File: config.mk
export PLATFORM = sky130hd
export DESIGN_NAME = tcc_regs
export DESIGN_NICKNAME = d
export VERILOG_FILES = /design/src/tcc_pkg.sv /design/src/tcc_regs.sv /design/src/tcc_sync3.sv
export SDC_FILE = /design/constraint.sdc
export NUM_CORES = 1
export LEC_CHECK = 0
export BUFFER_PORTS_ARGS = -buffer_cell sky130_fd_sc_hd__buf_4
export CAP_MARGIN = 10
export CORE_ASPECT_RATIO = 1.5
export CORE_MARGIN = 5
export CORE_UTILIZATION = 48
export CTS_CLUSTER_DIAMETER = 100
export DETAILED_ROUTE_END_ITERATION = 7
export HOLD_SLACK_MARGIN = 0.06
export PLACE_DENSITY = 0.86
export RECOVER_POWER = 25
export SLEW_MARGIN = 20
export SYNTH_ARGS = -nofsm -noshare
export SYNTH_HDL_FRONTEND = slang
export SYNTH_SLANG_ARGS = --single-unit
File: constraint.sdc
create_clock -name clock_i -period 1.4 [get_ports clock_i]
set_input_delay 0 -clock clock_i [delete_from_list [all_inputs] [get_ports clock_i]]
set_output_delay 0 -clock clock_i [all_outputs]
set_load 0.01 [all_outputs]
File: src/tcc_pkg.sv
/*
 Package for the touch channel control register bank: register offsets,
 reset values, result level codes and the register access carrier.
 Assumes a byte-wide register port fed by the serial interface logic.
*/
`default_nettype none
package tcc_pkg;
   localparam int unsigned TCC_NCH = 12;
   localparam int unsigned TCC_LW = 2;
   localparam int unsigned TCC_LO_W = 8;
   localparam int unsigned TCC_HI_W = 4;
   // Register offsets
   localparam logic [7:0] TCC_ADDR_RENEW_LO = 8'h0a;
   localparam logic [7:0] TCC_ADDR_RENEW_HI = 8'h0b;
   localparam logic [7:0] TCC_ADDR_SHOLD_LO = 8'h0c;
   localparam logic [7:0] TCC_ADDR_SHOLD_HI = 8'h0d;
   localparam logic [7:0] TCC_ADDR_CHOLD_LO = 8'h0e;
   localparam logic [7:0] TCC_ADDR_CHOLD_HI = 8'h0f;
   localparam logic [7:0] TCC_ADDR_LEVEL_A = 8'h10;
   localparam logic [7:0] TCC_ADDR_LEVEL_B = 8'h11;
   localparam logic [7:0] TCC_ADDR_LEVEL_C = 8'h12;
   // Reset values, channel 1 in bit 0
   localparam logic [11:0] TCC_RST_RENEW = 12'hffe;
   localparam logic [11:0] TCC_RST_SHOLD = 12'hffe;
   localparam logic [11:0] TCC_RST_CHOLD = 12'h000;
   localparam logic [23:0] TCC_RST_LEVEL = 24'h000000;
   // Touch result codes
   localparam logic [1:0] TCC_LVL_NONE = 2'h0;
   localparam logic [1:0] TCC_LVL_LOW = 2'h1;
   localparam logic [1:0] TCC_LVL_MID = 2'h2;
   localparam logic [1:0] TCC_LVL_HIGH = 2'h3;
   // Interrupt level select codes
   localparam logic [1:0] TCC_ILS_MID_A = 2'h0;
   localparam logic [1:0] TCC_ILS_LOW = 2'h1;
   localparam logic [1:0] TCC_ILS_MID_B = 2'h2;
   localparam logic [1:0] TCC_ILS_HIGH = 2'h3;
   localparam logic [7:0] TCC_RD_UNMAPPED = 8'h00;
   // Register access request
   typedef struct packed {
      logic wr;
      logic rd;
      logic [7:0] addr;
      logic [7:0] wdata;
   } tcc_req_t;
endpackage : tcc_pkg
`default_nettype wire

File: src/tcc_regs.sv
/*
 Per-channel control and touch result register bank of a twelve channel
 capacitive touch sensor, with interrupt level compare and output mode pin.
 Assumes the serial interface logic presents byte accesses on req_i and
 the sensing core delivers channel results on the same clock.
*/
`timescale 1ns/1ps
`default_nettype none
module tcc_regs
   import tcc_pkg::*;
#(
   parameter int unsigned NCH = TCC_NCH
)
(
   input wire logic clock_i,
   input wire logic rst_i,
   input wire tcc_req_t req_i,
   input wire logic [23:0] sense_level_i,
   input wire logic [1:0] irq_level_select_i,
   input wire logic output_mode_pin_i,
   output logic [7:0] rdata_o,
   output logic [11:0] renew_o,
   output logic [11:0] sense_en_o,
   output logic [11:0] calib_en_o,
   output logic single_mode_o,
   output logic irq_o
);
   logic [11:0] renew_q;
   logic [11:0] renew_d;
   logic [11:0] shold_q;
   logic [11:0] shold_d;
   logic [11:0] chold_q;
   logic [11:0] chold_d;
   logic [23:0] level_q;
   logic [23:0] level_d;
   logic [7:0] rdata_q;
   logic [7:0] rdata_d;
   logic [11:0] sen_q;
   logic [11:0] sen_d;
   logic [11:0] cen_q;
   logic [11:0] cen_d;
   logic irq_q;
   logic irq_d;
   logic mode_q;
   logic mode_d;
   logic mode_lvl;

   // Level meets the chosen interrupt threshold
   function automatic logic level_hits(input logic [1:0] lvl, input logic [1:0] sel);
      logic hit;
      hit = 1'b0;
      case (sel)
         TCC_ILS_LOW: hit = (lvl != TCC_LVL_NONE);
         TCC_ILS_HIGH: hit = (lvl == TCC_LVL_HIGH);
         default: hit = (lvl == TCC_LVL_MID) || (lvl == TCC_LVL_HIGH);
      endcase
      return hit;
   endfunction : level_hits

   // Register read decode; upper control nibbles read zero
   function automatic logic [7:0] read_mux(input logic [7:0] a, input logic [11:0] rn,
      input logic [11:0] sh, input logic [11:0] ch, input logic [23:0] lv);
      logic [7:0] r;
      r = TCC_RD_UNMAPPED;
      case (a)
         TCC_ADDR_RENEW_LO: r = rn[7:0];
         TCC_ADDR_RENEW_HI: r = {4'h0, rn[11:8]};
         TCC_ADDR_SHOLD_LO: r = sh[7:0];
         TCC_ADDR_SHOLD_HI: r = {4'h0, sh[11:8]};
         TCC_ADDR_CHOLD_LO: r = ch[7:0];
         TCC_ADDR_CHOLD_HI: r = {4'h0, ch[11:8]};
         TCC_ADDR_LEVEL_A: r = lv[7:0];
         TCC_ADDR_LEVEL_B: r = lv[15:8];
         TCC_ADDR_LEVEL_C: r = lv[23:16];
         default: r = TCC_RD_UNMAPPED;
      endcase
      return r;
   endfunction : read_mux

   // Output mode pin is asynchronous to the core clock
   tcc_sync3 u_mode_sync (
      .clock_i(clock_i),
      .rst_i(rst_i),
      .pin_i(output_mode_pin_i),
      .level_o(mode_lvl)
   );

   // Control register writes
   always_comb
   begin
      renew_d = renew_q;
      shold_d = shold_q;
      chold_d = chold_q;
      if (req_i.wr)
      begin
         case (req_i.addr)
            TCC_ADDR_RENEW_LO: renew_d[7:0] = req_i.wdata;
            TCC_ADDR_RENEW_HI: renew_d[11:8] = req_i.wdata[3:0];
            TCC_ADDR_SHOLD_LO: shold_d[7:0] = req_i.wdata;
            TCC_ADDR_SHOLD_HI: shold_d[11:8] = req_i.wdata[3:0];
            TCC_ADDR_CHOLD_LO: chold_d[7:0] = req_i.wdata;
            TCC_ADDR_CHOLD_HI: chold_d[11:8] = req_i.wdata[3:0];
            default: ;
         endcase
      end
   end

   // Channel enables, result capture, interrupt and read data
   always_comb
   begin
      irq_d = 1'b0;
      level_d = level_q;
      sen_d = ~shold_q;
      cen_d = ~shold_q & ~chold_q;
      for (int i = 0; i < NCH; i++)
      begin
         if (shold_q[i])
         begin
            level_d[2*i +: 2] = TCC_LVL_NONE;
         end
         else
         begin
            level_d[2*i +: 2] = sense_level_i[2*i +: 2];
         end
         if (level_hits(level_q[2*i +: 2], irq_level_select_i))
         begin
            irq_d = 1'b1;
         end
      end
      mode_d = mode_lvl;
      rdata_d = rdata_q;
      if (req_i.rd)
      begin
         rdata_d = read_mux(req_i.addr, renew_q, shold_q, chold_q, level_q);
      end
   end

   // State registers; reset pin held high keeps everything at reset values
   always_ff @(posedge clock_i)
   begin
      if (rst_i)
      begin
         renew_q <= TCC_RST_RENEW;
         shold_q <= TCC_RST_SHOLD;
         chold_q <= TCC_RST_CHOLD;
         level_q <= TCC_RST_LEVEL;
         sen_q <= ~TCC_RST_SHOLD;
         cen_q <= ~TCC_RST_SHOLD;
         rdata_q <= TCC_RD_UNMAPPED;
         irq_q <= 1'b0;
         mode_q <= 1'b0;
      end
      else
      begin
         renew_q <= renew_d;
         shold_q <= shold_d;
         chold_q <= chold_d;
         level_q <= level_d;
         sen_q <= sen_d;
         cen_q <= cen_d;
         rdata_q <= rdata_d;
         irq_q <= irq_d;
         mode_q <= mode_d;
      end
   end

   assign rdata_o = rdata_q;
   assign renew_o = renew_q;
   assign sense_en_o = sen_q;
   assign calib_en_o = cen_q;
   assign single_mode_o = mode_q;
   assign irq_o = irq_q;
endmodule : tcc_regs
`default_nettype wire

File: src/tcc_sync3.sv
/*
 Three-stage synchroniser with agreement filter for an asynchronous pin.
 Assumes the pin is static for at least two clocks per change.
*/
`timescale 1ns/1ps
`default_nettype none
module tcc_sync3
   import tcc_pkg::*;
(
   input wire logic clock_i,
   input wire logic rst_i,
   input wire logic pin_i,
   output logic level_o
);
   logic s1_q;
   logic s2_q;
   logic s3_q;
   logic lvl_q;
   logic lvl_d;

   // Accept a change once the second and third stages agree
   always_comb
   begin
      lvl_d = lvl_q;
      if (s2_q == s3_q)
      begin
         lvl_d = s2_q;
      end
   end

   // Sampling stages
   always_ff @(posedge clock_i)
   begin
      if (rst_i)
      begin
         s1_q <= 1'b0;
         s2_q <= 1'b0;
         s3_q <= 1'b0;
         lvl_q <= 1'b0;
      end
      else
      begin
         s1_q <= pin_i;
         s2_q <= s1_q;
         s3_q <= s2_q;
         lvl_q <= lvl_d;
      end
   end

   assign level_o = lvl_q;
endmodule : tcc_sync3
`default_nettype wire

### After elaboration in Yosys (flattened, before gate mapping)

Cells that the tools add are included.

* register bits after elaboration: 98
* input port bits: 47

* equality and inequality tests: 36
* muxes and demuxes: 25
* bitwise gates (word level): 3
* reductions and logical operators: 42

Operators with widths (number)
* $pmux W8 S9: 1
* $eq A2 B2 Y1 const B: 25
* $eq A8 B4 Y1 const B: 6
* $eq A8 B5 Y1 const B: 3
* $not A12 Y12: 2
* $pmux W1 S2: 12
* $reduce_bool A2 Y1: 12
* $reduce_or A2 Y1: 12
* $and A12 B12 Y12: 1
* $logic_or A1 B1 Y1: 12
* $mux W1: 12
* $reduce_and A2 Y1: 6
* $eq A2 B1 Y1 const B: 1
* $eq A1 B1 Y1: 1

### Logic depth before layout (Yosys ltp)

* depth in word-level cells: 15
* depth in mapped cells: 6
* gate-level depth less buffers: 4

### Cells and area by module

From an unflattened synthesis, not the netlist that was laid out.

* cell total of the unflattened synthesis: 399
* area, all modules: 3832.4 um2

By module, submodules not included
* tcc_regs: instances 1, cells an instance 389, area each 3719.8 um2, sequential area each 1881.8 um2
* tcc_sync3: instances 1, cells an instance 10, area each 112.6 um2, sequential area each 80.1 um2

### Worst setup path after synthesis

OpenSTA, ideal clock, no wires.

* path type: input to register
* start: input req_i[13] in the netlist's numbering
* end: register shold_q[7]
* setup time: 0.129 ns
* arrival time: 1.332 ns
* data required time: 1.271 ns
* slack: -0.061 ns
* stages on the path: 5
* path through: or3b_1 buf_4 nor4_4 mux2i_1 nand2_1

* cells in the longest elaborated chain, start to end: 2

Ends and longest elaborated chain
* start, declared: RTL line tcc_regs.sv:17 `input wire tcc_req_t req_i,`
* $eq A8 B4 Y1: RTL line tcc_regs.sv:96 `case (req_i.addr)`
* $reduce_and A2 Y1 (no line)
* end signal, assigned: RTL line tcc_regs.sv:156 `shold_q <= shold_d;`
* end, declared: RTL line tcc_regs.sv:30 `logic [11:0] shold_q;`

Every way passes these cells.
A chain may end at the register's enable or synchronous reset.

### Final worst setup path

* start: register level_q[9]
* end: register irq_q (netlist: irq_o)

* cells in the longest elaborated chain, start to end: 11
* elaborated cells between the ends (all ways): 13
* classes of those cells: eq/ne: 2; mux: 9; reduce/logical: 2

Ends and longest elaborated chain
* start, declared: RTL line tcc_regs.sv:34 `logic [23:0] level_q;`
* start signal, assigned: RTL line tcc_regs.sv:158 `level_q <= level_d;`
* $eq A2 B2 Y1, on equally long branches: RTL line tcc_regs.sv:55, tcc_regs.sv:54
* $logic_or A1 B1 Y1: RTL line tcc_regs.sv:55 `default: hit = (lvl == TCC_LVL_MID) || (lvl == TCC_LVL_HIGH);`
* $pmux W1 S2 *: RTL line tcc_regs.sv:52 `case (sel)`
* $mux W1 * (8 in series): RTL line tcc_regs.sv:125 `if (level_hits(level_q[2*i +: 2], irq_level_select_i))`
* end signal, assigned: RTL line tcc_regs.sv:162 `irq_q <= irq_d;`
* end, declared: RTL line tcc_regs.sv:42 `logic irq_q;`

Mark *: on every way between the ends. The rest lies on a longest branch, timed or not.

==> results.md <==
* Run status: complete, but fails checks
* Violated checks: setup timing
* Leading register cell type out of synthesis: sky130_fd_sc_hd__dfxtp_1
* Number of standard cells in the layout, taps in and fillers out at 674
* Fraction of final layout cells sized beyond drive strength 1 at 29.7%
* Number of levels in the clock H-tree at 3
* Root buf cell: sky130_fd_sc_hd__clkbuf_16
* Maximum clock frequency at 664 MHz
* Leakage component of the power at 2.37 nW
* Hold violation count in the final report at 0
* Area fraction in and, or, nand and nor cells after synthesis at 22.7%
* Post-route antenna net violation count at 0
* Critical Path End Type: register
* Max capacitance violation total at 0
* Area occupied by multi-input gates at 0.00185 mm²
* Initial standard-cell utilization of the core at 48.7%
* Overall global routing resource usage at 24.5%
* Post-synthesis sequential element count at 98
* Worst path required time at 1.64 ns
* Post-route total power at 5.84 mW
* Synth Warn # at 0
* Xor/xnor cell area share of the yosys netlist at 0%
* Boundary Pins at 93
* Weighted congestion at the end of routability-driven global placement at 0.887
* First drt pass iteration count at 4
* Number of global-route vias before repair at 3782
* Post-layout nets at 611
* Crit-path slowest cell: sky130_fd_sc_hd__or4_1
* Area of all placed cells without fillers at 0.00568 mm²
* Proportion of synthesized area in mux cells at 15.2%
* Largest net degree at the start of global routing at 38
* Total of fill cells in the finished design at 598
* Initial antenna violation count at 0
* First-pass GRT wire length at 19200 µm
* Sequential share of the synthesized area at 50.7%
* Post-DR wirelength/cell at 18.0 µm
* Synthesized instance count at 383
* Cell breakdown of the critical path: or4_1 -> nor3_2 -> a21oi_1 -> o41a_1
* Final WS setup at -0.106 ns
* Number of antenna cells inserted at 0
* Die width at 83.3 µm
* Number of sinks on the clock net at 98
* Vias after detailed routing at 3623
* Max Clock Skew at 0.00515 ns
* Clock input transition at the sequential cells of the worst setup and hold paths at 0.07 ns
* Post-layout minimum cycle time at 1.51 ns
* Post-synthesis cell type count at 44
* Startpoint of the most critical register-to-register path: level_q[9]
* Power density relative to cell area at 1030 mW/mm²
* Commonest cells after routing, fill and taps aside: sky130_fd_sc_hd__buf_4 (121), sky130_fd_sc_hd__dfxtp_1 (92), sky130_fd_sc_hd__nand2_1 (47), sky130_fd_sc_hd__mux2i_1 (44), sky130_fd_sc_hd__dlygate4sd3_1 (36)
* Clock insertion delay at the later pin of the skew report at 0.35 ns
* Detailed-placement wirelength estimate at 8940 µm
* Worst-Margin Slew at 0.803 ns
* GRT Max-Usage Layer: met2
* Die Height at 120 µm
* WS Path Type: register to register
* Layout Area Growth over Synthesis at 46.7%
* GR Util met2 at 47.1%
* Launching element of the worst setup path: level_q[9]
* Setup repair after global routing missed its margin: yes
* Compound-gate portion of the synthesized area at 8.79%
* Worst-case clock buffer depth at 2
* Post-route clock period utilization at 108%
* Number of synthesized flops with an enable pin at 0
* TritonCTS clock tree: built
* Number of buffers created by CTS at 9
* Largest family of logic cells by synthesized area: simple AND/OR/NAND/NOR gates
* Total nets after synthesis at 430
* Final routed wirelength across all metal layers at 12100 µm
* Maximum single-stage delay on the critical path at 0.54 ns
* Summed instance area of the synthesized netlist at 0.00387 mm²
* Cell count after placement at 622
* Area of all sequential standard cells at 0.00197 mm²
* Drt initial violations at 291
* Most common cell after layout, fill and taps aside: sky130_fd_sc_hd__buf_4
* GR Layer Usage met1 at 25.3%
* Worst Hold Launch: irq_level_select_i[0]
* Worst endpoint data arrival time at 1.74 ns
* Crit start category: register
* Mean Syn Cell Area at 10.1 µm²
* Biggest fanout along the worst timing path at 2
* Worst hold margin at 0.0686 ns
* Async SR Flop Fraction at 0%
* Count of input and output buffers at 92
* Fin Setup TNS at -0.111 ns
* Worst voltage drop across the vdd grid at 1120 µV
* GR Util met3 at 4.67%
* Total congestion overflow at 0
* Core area at 0.00796 mm²
* Row Count at 40
* Hold/Removal Path Class: input pin to register
* Post-route DRC violation count at 0
* Overall die area at 0.0100 mm²
* Adder and majority cell fraction of the synthesized area at 0%
* Number of setup violations in the final report at 2
* Final-report max-slew violation count at 0
* Worst slew margin relative to its limit at 46.0%
* Placed Instance Area at 0.00509 mm²
* Avg Vias per Cell at 5.38
* Post-CTS Setup Repair Bufs at 0
path summary, 6_finish.rpt:
kind | endpoint | depth (start not counted) | slack, ns
min reg2reg | u_mode_sync.s2_q | 1 | 0.46
max | irq_o | 4 | -0.11
max reg2reg | irq_o | 4 | -0.11
min | irq_o | 3 | 0.07
kinds of logic (layout without fill, tap and decap cells):
| family | Yosys count | in the layout |
|---|---|---|
| flops | 98 | 98 |
| mux | 53 | 53 |
| compound gates | 47 | 47 |
| simple gates | 159 | 159 |
| buf+inv | 26 | 212 |
layout make-up:
type,count,share of cell area (%)
flip-flops and latches,98,34.7
multi-input cells,259,32.6
repair buffers,191,24.6
clock buffers,10,4.21
well taps,105,2.31
clock inverters,6,1.28
inverters,5,0.330
power by group:
part	internal, mW	switching (mW)
Sequential	2.80	0.00609
Combinational	0.271	0.229
Clock	1.45	1.08
Total	4.52	1.32
registers in the layout, indices dropped and copies added, names as in the netlist:
signal	cells
level_q	24
calib_en_o	12
chold_q	12
renew_o	12
sense_en_o	12
shold_q	12
rdata_o	8
irq_o	1
single_mode_o	1
u_mode_sync.level_o	1
u_mode_sync.s1_q	1
u_mode_sync.s2_q	1
u_mode_sync.s3_q	1
worst max-delay path: cells and delay by family, from the launching register on:
family | cells | cell delay (ns)
DFF | 1 | 0.31
AOI/OAI and AO/OA | 2 | 0.41
and+or+nand+nor | 2 | 0.67
layer usage:
metal / vias to the layer above / share of wire [%]
met1: 1753 / 37
met3: 27 / 4.6
met2: 119 / 55
met4: 0 / 2.9
li1: 1724 / -
met5: - / 0
synthesized netlist by cell type, drive strengths merged (3+ instances only):
cell / number / area (µm²)
a21oi: 3 / 15.0
nor4: 6 / 67.6
nor2b: 8 / 50.1
and2: 22 / 138
or4: 3 / 22.5
a311oi: 3 / 26.3
mux2i: 44 / 440
nand2b: 3 / 18.8
and3: 5 / 31.3
mux2: 5 / 56.3
a211oi: 5 / 37.5
mux4: 4 / 90.1
inv: 4 / 15.0
nand4: 4 / 25.0
nor2: 26 / 97.6
a2bb2oi: 8 / 70.1
buf: 4 / 22.5
nor4b: 5 / 43.8
nor3b: 5 / 52.6
nand2: 47 / 176
a22o: 3 / 26.3
nor3: 15 / 75.1
and4: 3 / 26.3
dfxtp: 98 / 1960
o21ai: 13 / 65.1
clkbuf: 17 / 63.8
through the flow:
| step | utilization, % | setup slack (ns) |
|---|---|---|
| CTS | 72.7 | -0.136 |
| floorplan | - | -0.0446 |
| global route | 71.4 | -0.162 |
| finish | 71.4 | -0.106 |
| global placement | 63.9 | -0.143 |
| detailed placement | 63.9 | -0.171 |
what timing repair did:
action,in CTS,in global routing
pin swaps,2,1
resized for setup,7,10
hold buffers,36,0
endpoints found under the setup margin,5,5
endpoints found under the hold margin,68,0
Power figures use the tool's default switching activity.
